$ cat src/include/modem_supervision_pkg.sv
// Behaviour
// - The alarm lamp lights on an alarm condition only in terminal use with alarm sensing on auto.
// - The alarm logic watches both receive carrier sensors, delayed carrier loss, transmit carrier loss and loss of receive and send data transitions.
// - The delayed carrier, receive transition and send transition alarms exist only in terminal use with the delayed-alarm option fitted.
// - In half-regenerator use the alarm logic is inhibited, but either supply rail failing still lights the lamp.
// - Lamp test lights the lamp on its own, whatever the alarm logic shows.
// - Line loop test loops receiver to transmitter on the line side and terminates the line pairs locally.
// - Digital loop test loops transmitter output back to receiver on the digital side.
// - A remote test request steps the unit through a fixed sequence of test states for the remote test center.
// - The test logic decides when the idle pattern replaces customer send data.
// - Only in half-regenerator use, the unit leaves the line on incompatible signals and rejoins on compatible data.
// - The receive pair is monitored all the time, bypassed or not, to judge compatibility.
// - The external clock output runs regardless of the local test jack.
// - Relay-switched loopback paths exist for the clock and data leads.
// - A bit-rate selector sets the interface clock rate.
// - The receive signal sensor reports compatible only with a compatible signal and the receiver in sync.
package modem_supervision_pkg;

	// ************************************************************
	// Timing.
	// ************************************************************
	localparam int CLK_HZ             = 100_000_000;
	localparam int ALARM_DELAY_US     = 40;
	localparam int ALARM_DELAY_CYCLES = ALARM_DELAY_US * (CLK_HZ / 1_000_000);
	localparam int TEST_STEP_US       = 40;
	localparam int TEST_STEP_CYCLES   = TEST_STEP_US * (CLK_HZ / 1_000_000);
	localparam int BIT_RATE_HZ        = 2400;
	localparam int BIT_DIV_BASE       = CLK_HZ / BIT_RATE_HZ;
	localparam int CNT_W              = 12;
	localparam int DIV_W              = 20;

	// ************************************************************
	// Register map.
	// ************************************************************
	localparam logic [7:0] ADDR_CTRL       = 8'h00;
	localparam logic [7:0] ADDR_STATUS     = 8'h04;
	localparam logic [7:0] ADDR_IRQ_STATUS = 8'h08;
	localparam logic [7:0] ADDR_IRQ_MASK   = 8'h0c;

	localparam int CTRL_W           = 10;
	localparam int CTRL_REGEN       = 0;
	localparam int CTRL_DELAY_OPT   = 1;
	localparam int CTRL_ALARM_AUTO  = 2;
	localparam int CTRL_LAMP_TEST   = 3;
	localparam int CTRL_LOOP_LINE   = 4;
	localparam int CTRL_LOOP_DIG    = 5;
	localparam int CTRL_RATE_LO     = 6;
	localparam int CTRL_REMOTE_EN   = 8;
	localparam int CTRL_FORCE_IDLE  = 9;
	localparam logic [CTRL_W-1:0] CTRL_RESET = 10'h004;

	localparam int IRQ_W          = 4;
	localparam int IRQ_ALARM      = 0;
	localparam int IRQ_BYPASS     = 1;
	localparam int IRQ_TEST_DONE  = 2;
	localparam int IRQ_RAIL_FAIL  = 3;

	// ************************************************************
	// Types.
	// ************************************************************
	typedef struct packed {
		logic        psel;
		logic        penable;
		logic        pwrite;
		logic [7:0]  paddr;
		logic [31:0] pwdata;
	} apb_req_type;

	typedef struct packed {
		logic [31:0] prdata;
		logic        pready;
		logic        pslverr;
	} apb_rsp_type;

	typedef struct packed {
		logic rx_carrier_loss_a;
		logic rx_carrier_loss_b;
		logic tx_carrier_loss;
		logic rx_data_transition_loss;
		logic tx_data_transition_loss;
	} sensor_type;

	typedef struct packed {
		logic line_loop;
		logic line_terminate;
		logic digital_loop;
		logic clock_loop_relay;
		logic data_loop_relay;
	} loop_type;

	typedef enum logic [2:0] {
		TEST_IDLE,
		TEST_IDLE_CODE,
		TEST_DIGITAL,
		TEST_LINE,
		TEST_DONE
	} test_state_type;

	typedef struct packed {
		logic [2:0][CNT_W-1:0] count;
		logic [2:0]            fired;
	} delay_state_type;

	typedef struct packed {
		logic [DIV_W-1:0] count;
		logic             tick;
		logic             clk_out;
	} divider_state_type;

	typedef struct packed {
		logic [CTRL_W-1:0] ctrl;
		logic [IRQ_W-1:0]  irq_status;
		logic [IRQ_W-1:0]  irq_mask;
		logic [31:0]       rdata;
		logic              slverr;
		test_state_type    test;
		logic [CNT_W-1:0]  step;
		logic              online;
		logic              alarm_prev;
		logic              rail_prev;
		logic              lamp;
		loop_type          loops;
		logic              send_idle;
	} top_state_type;

endpackage

$ cat src/rtl/alarm_delay.sv
`timescale 1ns/1ps
module alarm_delay (
	input  wire logic       pclk,
	input  wire logic       presetn,
	input  wire logic       enable,
	input  wire logic [2:0] cond,
	output logic      [2:0] fired
);

	modem_supervision_pkg::delay_state_type state_reg;
	modem_supervision_pkg::delay_state_type state_next;

	// ************************************************************
	// Each condition must persist for the full delay to fire.
	// ************************************************************
	always_comb begin
		state_next = state_reg;
		for (int i = 0; i < 3; i++) begin
			if (!enable || !cond[i]) begin
				state_next.count[i] = '0;
				state_next.fired[i] = 1'b0;
			end else if (state_reg.count[i] ==
				modem_supervision_pkg::CNT_W'(modem_supervision_pkg::ALARM_DELAY_CYCLES - 1)) begin
				state_next.fired[i] = 1'b1;
			end else begin
				state_next.count[i] = state_reg.count[i] + 1'b1;
			end
		end
	end

	always_ff @(posedge pclk or negedge presetn) begin
		if (!presetn) begin
			state_reg <= '0;
		end else begin
			state_reg <= state_next;
		end
	end

	assign fired = state_reg.fired;

endmodule // alarm_delay

$ cat src/rtl/rate_divider.sv
`timescale 1ns/1ps
module rate_divider (
	input  wire logic                                    pclk,
	input  wire logic                                    presetn,
	input  wire logic [modem_supervision_pkg::DIV_W-1:0] divisor,
	output logic                                         tick,
	output logic                                         clk_out
);

	modem_supervision_pkg::divider_state_type state_reg;
	modem_supervision_pkg::divider_state_type state_next;

	// ************************************************************
	// Free-running divider; the clock output toggles each half period.
	// ************************************************************
	always_comb begin
		state_next      = state_reg;
		state_next.tick = 1'b0;
		if (state_reg.count >= divisor - 1'b1) begin
			state_next.count   = '0;
			state_next.tick    = 1'b1;
			state_next.clk_out = ~state_reg.clk_out;
		end else begin
			state_next.count = state_reg.count + 1'b1;
		end
	end

	always_ff @(posedge pclk or negedge presetn) begin
		if (!presetn) begin
			state_reg <= '0;
		end else begin
			state_reg <= state_next;
		end
	end

	assign tick    = state_reg.tick;
	assign clk_out = state_reg.clk_out;

endmodule // rate_divider

$ cat src/rtl/modem_alarm_test_bypass_control.sv
`timescale 1ns/1ps
module modem_alarm_test_bypass_control #(
	parameter int BIT_DIV = modem_supervision_pkg::BIT_DIV_BASE
) (
	input  wire logic                               pclk,
	input  wire logic                               presetn,
	input  wire modem_supervision_pkg::apb_req_type apb_req,
	output modem_supervision_pkg::apb_rsp_type      apb_rsp,
	input  wire modem_supervision_pkg::sensor_type  sensors,
	input  wire logic                               pos_rail_fail,
	input  wire logic                               neg_rail_fail,
	input  wire logic                               guard_band_ok,
	input  wire logic                               rx_in_sync,
	input  wire logic                               remote_test_request,
	output logic                                    alarm_lamp,
	output modem_supervision_pkg::loop_type         loops,
	output logic                                    idle_pattern,
	output logic                                    line_online,
	output logic                                    bit_tick,
	output logic                                    external_clock_out,
	output logic                                    irq
);

	modem_supervision_pkg::top_state_type state_reg;
	modem_supervision_pkg::top_state_type state_next;

	logic                                    regen;
	logic                                    terminal;
	logic                                    rx_compatible;
	logic [2:0]                              delayed_cond;
	logic [2:0]                              delayed_fired;
	logic                                    alarm_active;
	logic                                    rail_fail;
	logic                                    sel_line;
	logic                                    sel_digital;
	logic [1:0]                              rate_sel;
	logic [modem_supervision_pkg::DIV_W-1:0] divisor;
	logic                                    setup;
	logic                                    access;
	logic                                    mapped;
	logic [31:0]                             status_word;
	logic [31:0]                             read_word;
	logic [modem_supervision_pkg::IRQ_W-1:0] events;

	// ************************************************************
	// Mode decode and alarm logic.
	// ************************************************************
	assign regen    = state_reg.ctrl[modem_supervision_pkg::CTRL_REGEN];
	assign terminal = ~regen;

	// Both guard band and sync must hold; the sensor sees the pair while bypassed too.
	assign rx_compatible = guard_band_ok & rx_in_sync;

	assign delayed_cond = {sensors.tx_data_transition_loss,
		sensors.rx_data_transition_loss,
		sensors.rx_carrier_loss_a | sensors.rx_carrier_loss_b};

	alarm_delay u_alarm_delay (
		.pclk    (pclk),
		.presetn (presetn),
		.enable  (terminal & state_reg.ctrl[modem_supervision_pkg::CTRL_DELAY_OPT]),
		.cond    (delayed_cond),
		.fired   (delayed_fired)
	);

	// The inhibit in half-regenerator use masks every sensor.
	assign alarm_active = terminal & (sensors.rx_carrier_loss_a | sensors.rx_carrier_loss_b
		| sensors.tx_carrier_loss | (|delayed_fired));
	assign rail_fail = pos_rail_fail | neg_rail_fail;

	// ************************************************************
	// Loop selection and bit rate.
	// ************************************************************
	assign sel_line = state_reg.ctrl[modem_supervision_pkg::CTRL_LOOP_LINE]
		& ~state_reg.ctrl[modem_supervision_pkg::CTRL_LOOP_DIG];
	assign sel_digital = state_reg.ctrl[modem_supervision_pkg::CTRL_LOOP_DIG]
		& ~state_reg.ctrl[modem_supervision_pkg::CTRL_LOOP_LINE];

	assign rate_sel = state_reg.ctrl[modem_supervision_pkg::CTRL_RATE_LO +: 2];
	assign divisor  = modem_supervision_pkg::DIV_W'(BIT_DIV) << rate_sel;

	// Nothing gates the divider output, so the clock keeps running during local tests.
	rate_divider u_rate_divider (
		.pclk    (pclk),
		.presetn (presetn),
		.divisor (divisor),
		.tick    (bit_tick),
		.clk_out (external_clock_out)
	);

	// ************************************************************
	// Bus decode.
	// ************************************************************
	assign setup  = apb_req.psel & ~apb_req.penable;
	assign access = apb_req.psel & apb_req.penable;
	assign mapped = (apb_req.paddr == modem_supervision_pkg::ADDR_CTRL)
		| (apb_req.paddr == modem_supervision_pkg::ADDR_STATUS)
		| (apb_req.paddr == modem_supervision_pkg::ADDR_IRQ_STATUS)
		| (apb_req.paddr == modem_supervision_pkg::ADDR_IRQ_MASK);

	assign status_word = {22'h000000,
		state_reg.test != modem_supervision_pkg::TEST_IDLE,
		state_reg.send_idle,
		rail_fail,
		delayed_fired,
		rx_compatible,
		state_reg.online,
		state_reg.lamp,
		alarm_active};

	always_comb begin
		case (apb_req.paddr)
			modem_supervision_pkg::ADDR_CTRL: begin
				read_word = {22'h000000, state_reg.ctrl};
			end
			modem_supervision_pkg::ADDR_STATUS: begin
				read_word = status_word;
			end
			modem_supervision_pkg::ADDR_IRQ_STATUS: begin
				read_word = {28'h0000000, state_reg.irq_status};
			end
			modem_supervision_pkg::ADDR_IRQ_MASK: begin
				read_word = {28'h0000000, state_reg.irq_mask};
			end
			default: begin
				read_word = 32'h00000000;
			end
		endcase
	end

	// ************************************************************
	// Next state.
	// ************************************************************
	always_comb begin
		state_next = state_reg;
		events     = '0;

		if (setup) begin
			state_next.rdata  = apb_req.pwrite ? 32'h00000000 : read_word;
			state_next.slverr = ~mapped;
		end

		if (access && apb_req.pwrite) begin
			if (apb_req.paddr == modem_supervision_pkg::ADDR_CTRL) begin
				state_next.ctrl = apb_req.pwdata[modem_supervision_pkg::CTRL_W-1:0];
			end
			if (apb_req.paddr == modem_supervision_pkg::ADDR_IRQ_MASK) begin
				state_next.irq_mask = apb_req.pwdata[modem_supervision_pkg::IRQ_W-1:0];
			end
		end

		// Remote test sequence, one fixed step time each in the idle code, digital and line states.
		state_next.step = state_reg.step + 1'b1;
		if (state_reg.step ==
			modem_supervision_pkg::CNT_W'(modem_supervision_pkg::TEST_STEP_CYCLES - 1)) begin
			state_next.step = '0;
		end
		case (state_reg.test)
			modem_supervision_pkg::TEST_IDLE: begin
				state_next.step = '0;
				if (remote_test_request
					&& state_reg.ctrl[modem_supervision_pkg::CTRL_REMOTE_EN]) begin
					state_next.test = modem_supervision_pkg::TEST_IDLE_CODE;
				end
			end
			modem_supervision_pkg::TEST_IDLE_CODE: begin
				if (state_next.step == '0) begin
					state_next.test = modem_supervision_pkg::TEST_DIGITAL;
				end
			end
			modem_supervision_pkg::TEST_DIGITAL: begin
				if (state_next.step == '0) begin
					state_next.test = modem_supervision_pkg::TEST_LINE;
				end
			end
			modem_supervision_pkg::TEST_LINE: begin
				if (state_next.step == '0) begin
					state_next.test = modem_supervision_pkg::TEST_DONE;
				end
			end
			modem_supervision_pkg::TEST_DONE: begin
				state_next.test = modem_supervision_pkg::TEST_IDLE;
				events[modem_supervision_pkg::IRQ_TEST_DONE] = 1'b1;
			end
			default: begin
				state_next.test = modem_supervision_pkg::TEST_IDLE;
			end
		endcase

		// Loop relays from the switch or from the remote test.
		state_next.loops.line_loop = sel_line
			| (state_reg.test == modem_supervision_pkg::TEST_LINE);
		state_next.loops.line_terminate   = state_next.loops.line_loop;
		state_next.loops.digital_loop = sel_digital
			| (state_reg.test == modem_supervision_pkg::TEST_DIGITAL);
		state_next.loops.clock_loop_relay = state_next.loops.digital_loop;
		state_next.loops.data_loop_relay  = state_next.loops.digital_loop;

		state_next.send_idle = state_reg.ctrl[modem_supervision_pkg::CTRL_FORCE_IDLE]
			| (state_reg.test == modem_supervision_pkg::TEST_IDLE_CODE);

		// Bypass follows compatibility in regenerator use; a terminal stays on line.
		if (!regen) begin
			state_next.online = 1'b1;
		end else begin
			state_next.online = rx_compatible;
		end
		events[modem_supervision_pkg::IRQ_BYPASS] = state_next.online != state_reg.online;

		state_next.lamp = state_reg.ctrl[modem_supervision_pkg::CTRL_LAMP_TEST]
			| (alarm_active & state_reg.ctrl[modem_supervision_pkg::CTRL_ALARM_AUTO])
			| (regen & rail_fail);

		state_next.alarm_prev = alarm_active;
		state_next.rail_prev  = rail_fail;
		events[modem_supervision_pkg::IRQ_ALARM]     = alarm_active & ~state_reg.alarm_prev;
		events[modem_supervision_pkg::IRQ_RAIL_FAIL] = rail_fail & ~state_reg.rail_prev;

		// A read clears only the bits that it reported; a new event in that cycle survives.
		if (access && !apb_req.pwrite
			&& apb_req.paddr == modem_supervision_pkg::ADDR_IRQ_STATUS) begin
			state_next.irq_status = (state_reg.irq_status
				& ~state_reg.rdata[modem_supervision_pkg::IRQ_W-1:0]) | events;
		end else begin
			state_next.irq_status = state_reg.irq_status | events;
		end
	end

	always_ff @(posedge pclk or negedge presetn) begin
		if (!presetn) begin
			state_reg      <= '0;
			state_reg.ctrl <= modem_supervision_pkg::CTRL_RESET;
			state_reg.test <= modem_supervision_pkg::TEST_IDLE;
		end else begin
			state_reg <= state_next;
		end
	end

	// ************************************************************
	// Outputs.
	// ************************************************************
	assign apb_rsp.prdata  = state_reg.rdata;
	assign apb_rsp.pready  = 1'b1;
	assign apb_rsp.pslverr = access & state_reg.slverr;
	assign alarm_lamp      = state_reg.lamp;
	assign loops           = state_reg.loops;
	assign idle_pattern    = state_reg.send_idle;
	assign line_online     = state_reg.online;
	assign irq             = |(state_reg.irq_status & state_reg.irq_mask);

endmodule // modem_alarm_test_bypass_control

$ cat config.mk
export PLATFORM = sky130hd
export DESIGN_NAME = modem_alarm_test_bypass_control
export DESIGN_NICKNAME = d
export VERILOG_FILES = /design/src/include/modem_supervision_pkg.sv /design/src/rtl/alarm_delay.sv /design/src/rtl/rate_divider.sv /design/src/rtl/modem_alarm_test_bypass_control.sv
export SDC_FILE = /design/constraint.sdc
export NUM_CORES = 1
export LEC_CHECK = 0
export BUFFER_PORTS_ARGS = -buffer_cell sky130_fd_sc_hd__buf_2
export CAP_MARGIN = 10
export CORE_ASPECT_RATIO = 0.9
export CORE_UTILIZATION = 39
export DETAILED_ROUTE_END_ITERATION = 10
export GPL_TIMING_DRIVEN = 0
export PLACE_DENSITY = 0.62
export SYNTH_ARGS = -nofsm -noshare
export SYNTH_HDL_FRONTEND = slang
export SYNTH_SLANG_ARGS = --single-unit
$ cat constraint.sdc
create_clock -name pclk -period 7.6 [get_ports pclk]
set_input_delay 1.14 -clock pclk [delete_from_list [all_inputs] [get_ports pclk]]
set_output_delay 1.14 -clock pclk [all_outputs]
set_load 0.01 [all_outputs]
-- After elaboration in Yosys (flattened, before gate mapping)
Index checks and enable logic that the tools add are counted.
- input bits: 55
- logic and storage cells: 137
- bits in registers: 134
- output and inout port bits: 45
- shifts and indexed selects: 1
- add/sub/neg operators: 6
- multiplexer cells: 26
- $lt $le $gt $ge: 1
- reductions and logical operators: 24
- bitwise logic cells: 37
- eq/ne operators: 19
- operator list (kind ; count):
    2-to-1 mux 12 bit ; 8
    adder 12 x 1 -> 12 bit (second input constant) ; 4
    equality test 12 bit (second input constant) ; 4
    case mux 10 bit (4 select lines) ; 1
    2-to-1 mux 32 bit ; 1
    adder 20 x 1 -> 20 bit (second input constant) ; 1
    >= comparator 20 bit ; 1
    2-to-1 mux 20 bit ; 1
    left shift 16 x 2 -> 20 bit (first input constant) ; 1
    subtractor 20 x 1 -> 20 bit (second input constant) ; 1
    equality test 8 x 4 -> 1 bit (second input constant) ; 2
    bitwise AND 1 bit ; 12
    zero test 12 bit ; 1
    2-to-1 mux 3 bit ; 4
    bitwise OR 1 bit ; 12
    case mux 3 bit (4 select lines) ; 1
    bitwise AND 4 bit ; 2
    equality test 8 x 3 -> 1 bit (second input constant) ; 1
    zero test 8 bit ; 1
    2-to-1 mux 1 bit ; 8
    != test 2 bit (second input constant) ; 4
    inverter 1 bit ; 8
    bitwise OR 4 bit ; 2
    equality test 3 x 2 -> 1 bit (second input constant) ; 2
    other kinds (17) ; 31

-- Depth between registers and ports, before layout
- word-level depth: 7
- depth in mapped cells: 12

-- Modules after synthesis
Synthesis repeated with hierarchy kept, for this count alone.
- cells, all modules: 671
- area total of the unflattened synthesis: 6602.6 um^2
- by module, submodules not included (module ; area each (um^2) ; instances ; seq. area each (um^2) ; cells an instance):
    modem_alarm_test_bypass_control ; 2904.0 ; 1 ; 1277.5 ; 282
    alarm_delay ; 1959.4 ; 1 ; 975.9 ; 201
    rate_divider ; 1739.2 ; 1 ; 550.5 ; 188

-- Worst setup path after synthesis
OpenSTA, ideal clock, no wires.
- path kind: register -> register
- from: reg state_reg, in the netlist rate_sel[0]
- to: reg u_rate_divider.state_reg[10] (netlist bit)
- path buffers: 2
- data required time: 7.479 ns
- stages on the path, launching flop included: 12
- data arrival time: 2.968 ns
- slack: 4.511 ns
- period minus slack after synthesis: 3.089 ns
- path through: dfrtp_1 inv_1 ha_1 or4_1 a2111o_1 ha_1 nand4_1 a2111oi_0 or3_1 clkbuf_1 buf_2 nor2_1
- RTL lines (element ; RTL line ; RTL):
    from (decl) ; modem_alarm_test_bypass_control.sv:24 ; modem_supervision_pkg::top_state_type state_reg;
    from (signal assigned) ; modem_alarm_test_bypass_control.sv:235 ; state_reg <= state_next;
    to (signal assigned) ; rate_divider.sv:32 ; state_reg <= state_next;
    to (decl) ; rate_divider.sv:10 ; modem_supervision_pkg::divider_state_type state_reg;

==> results.ini <==
[run_status]
status = finished, final reports clean

[die]
ioPinCount = 100
initial_utilization = 0.400
fp.dieH_um = 121
die_width_um = 135
num_rows = 43
die_area_um2 = 16300
core-area_um2 = 15400

[placed_design]
port_buffers = 53
dpl_cell_area_um2 = 6800
place_hpwl_um = 9200
place.gp.congestion = 0.870
dp_slack_ns = 4.00

[route]
num_vias = 4589
dr.pass1.iters = 4
drcViolationCount = 0
vias_per_cell = 4.98
drtAntennaViolNets = 0
avgRoutedWirePerCell_um = 13.6
drt_iter0_drc = 306
wirelength_um = 12500

[critical_path]
r2r_setup_slack_ns = 4.03
cp_max_fo = 10
setup.worst_path.start = rate_sel[1]
timing.critical_path.mode_cell = ha_1
r2r_cells = 11
cpPeakStageDelay_ns = 0.57
cp_slowest_cell = or4_1
endpoint_kind = register
r2r-end = u_rate_divider.state_reg[14]
r2r_start = rate_sel[1]
crit_chain = inv_1 -> ha_1 -> or4_1 -> a2111o_1 -> ha_1 -> nand4_1 -> a2111oi_0 -> or3_1 -> clkbuf_1 -> buf_2 -> nor2_1
cp_num_buf_inv = 3
criticalPathCategory = reg2reg
crit_family = simple AND/OR/NAND/NOR gates
cp.arrival_ns = 3.81
start_kind = register
critical_path_required_ns = 7.84

[synth]
synth_seq_cells = 112
synth_top_area_cell = dfrtp_1
netlist.area_leader.share = 0.450
ys_types = 60
synth_area_um2 = 6170
yosys_most_used_dff = dfrtp_1
synth_warnings = 0
synth_area_leaders = dfrtp_1, ha_1, nor2_1
async_reset_ff_frac = 1.00
syn_area_per_cell_um2 = 9.81
synth_edf_count = 0
yosysSeqAreaShare = 0.454
syn-instance-count = 629

[cts]
cts_sinks = 112
cts_root_buf = clkbuf_16
postCtsSetupBuffers = 0
htreeDepth = 3
ctsHoldBuffers = 0
cts_resized = 0
cts_tree = yes
numCtsBuffers = 9
cts.path.max_buffers = 2
clk_latency_ns = 0.35
clkTransAtPathRegs_ns = 0.07

[global_routing]
track_usage = 0.164
grt_pass1_wl_um = 21200
grt.overflow.total = 0
grt_pass1_vias = 4400
grt_max_degree = 70
grt_antenna_before_repair = 0

[layout]
synthToLayoutAreaGrowth_pct = 15.3
drive_above_1_share = 0.182
final_common_cell = dfrtp_1
postLayoutCoreUtil = 0.461
nNetsFinal = 801
finalInstanceArea_um2 = 7120
largest_reg_flops = 36
antenna_cells = 0
fillers = 1447
final_cell_mix = dfrtp_1, nor2_1, nand2_1, buf_2, buf_4

[power]
finalPower_mw = 1.17
powerDensity_nw_per_um2 = 164
power.leakage_nw = 3.35
ir_drop_mv = 0.118

[min_path]
worstHoldEndpoint = state_reg[65]
hp-start = state_reg[7]
hold_path.class = reg2reg
hold_depth = 1

[sta]
setup_viol = 0
min_period_ns = 3.57
fmax_mhz = 280
slew_headroom = 0.409
tns_ns = 0
finalClockSkew_ns = 0.00935
rsz0062_at_grt = no
finalCritPeriodShare = 0.470
worst_slew_pin_slew_ns = 0.880
drv_slew = 0
worst_slack_ns = 4.03
hold_viol = 0

[job]
maxCapViolCount = 0

## final cells by class
cell class	count	area, um2	area share
Inverter	20	75.1	0.0106
Buffer	54	355	0.0499
Clock buffer	13	250	0.0352
Tap cell	202	253	0.0355
Sequential cell	112	2800	0.394
Multi-Input combinational cell	464	3020	0.424
Timing Repair Buffer	54	295	0.0415
Clock inverter	3	65.1	0.00914
## cells in the mapped netlist (4+ instances only)
cell type	n
dfrtp_1	111
nor2_1	92
nand2_1	57
buf_4	39
ha_1	31
xor2_1	29
o21ai_0	26
nand3_1	24
xnor2_1	23
inv_1	20
a21oi_1	19
nand4_1	15
nor3_1	15
clkbuf_1	10
mux2_1	10
or3_1	8
and3_1	7
mux2i_1	7
a21o_1	6
buf_2	5
mux2_2	5
a22oi_1	4
and2_1	4
mux4_2	4
nand2b_1	4
nor2b_1	4
## worst max path at each step
stage                                              end  slack [ns]  cells past startpoint
after detailed placement  u_rate_divider.state_reg[15]        4.00                     11
after global routing       u_rate_divider.state_reg[4]        3.80                     11
after CTS                 u_rate_divider.state_reg[15]        3.98                     11
final                     u_rate_divider.state_reg[14]        4.03                     11
after global placement     u_rate_divider.state_reg[5]        4.02                     11
after floorplan           u_rate_divider.state_reg[10]        4.51                     11
## per-layer routing
metal | track usage | vias up | share of wire
li1 | - | 2284 | -
met1 | 0.216 | 2196 | 0.47
met2 | 0.267 | 95 | 0.47
met3 | 0.0409 | 14 | 0.044
met4 | 0.0449 | 0 | 0.012
met5 | 0 | - | 0
## report_power, final
part           switching (mW)  internal (mW)  leakage, nW
clock                   0.210          0.298        0.154
combinational          0.0334         0.0245         1.71
sequential            0.00213          0.598         1.49
## logic make-up after synthesis
| family | count (synthesis) | synth area share |
|---|---|---|
| other | 2 | 0.00122 |
| flip-flops | 112 | 0.454 |
| AND/OR/NAND/NOR | 253 | 0.202 |
| XOR/XNOR | 52 | 0.0738 |
| multiplexers | 26 | 0.0533 |
| buffers and inverters | 74 | 0.0697 |
| adder cells (fa/ha/maj) | 31 | 0.0628 |
| AO/OA/AOI/OAI | 79 | 0.0827 |
## per-stage QoR
step | hold slack (ns) | instances
3_5_place_dp | 0.405 | 906
6_report | 0.415 | 922
2_1_floorplan | 0.393 | 650
3_3_place_gp | 0.403 | 905
4_1_cts | 0.420 | 922
5_1_grt | 0.442 | 922
Note: power is estimated with default switching activity, not from simulation.
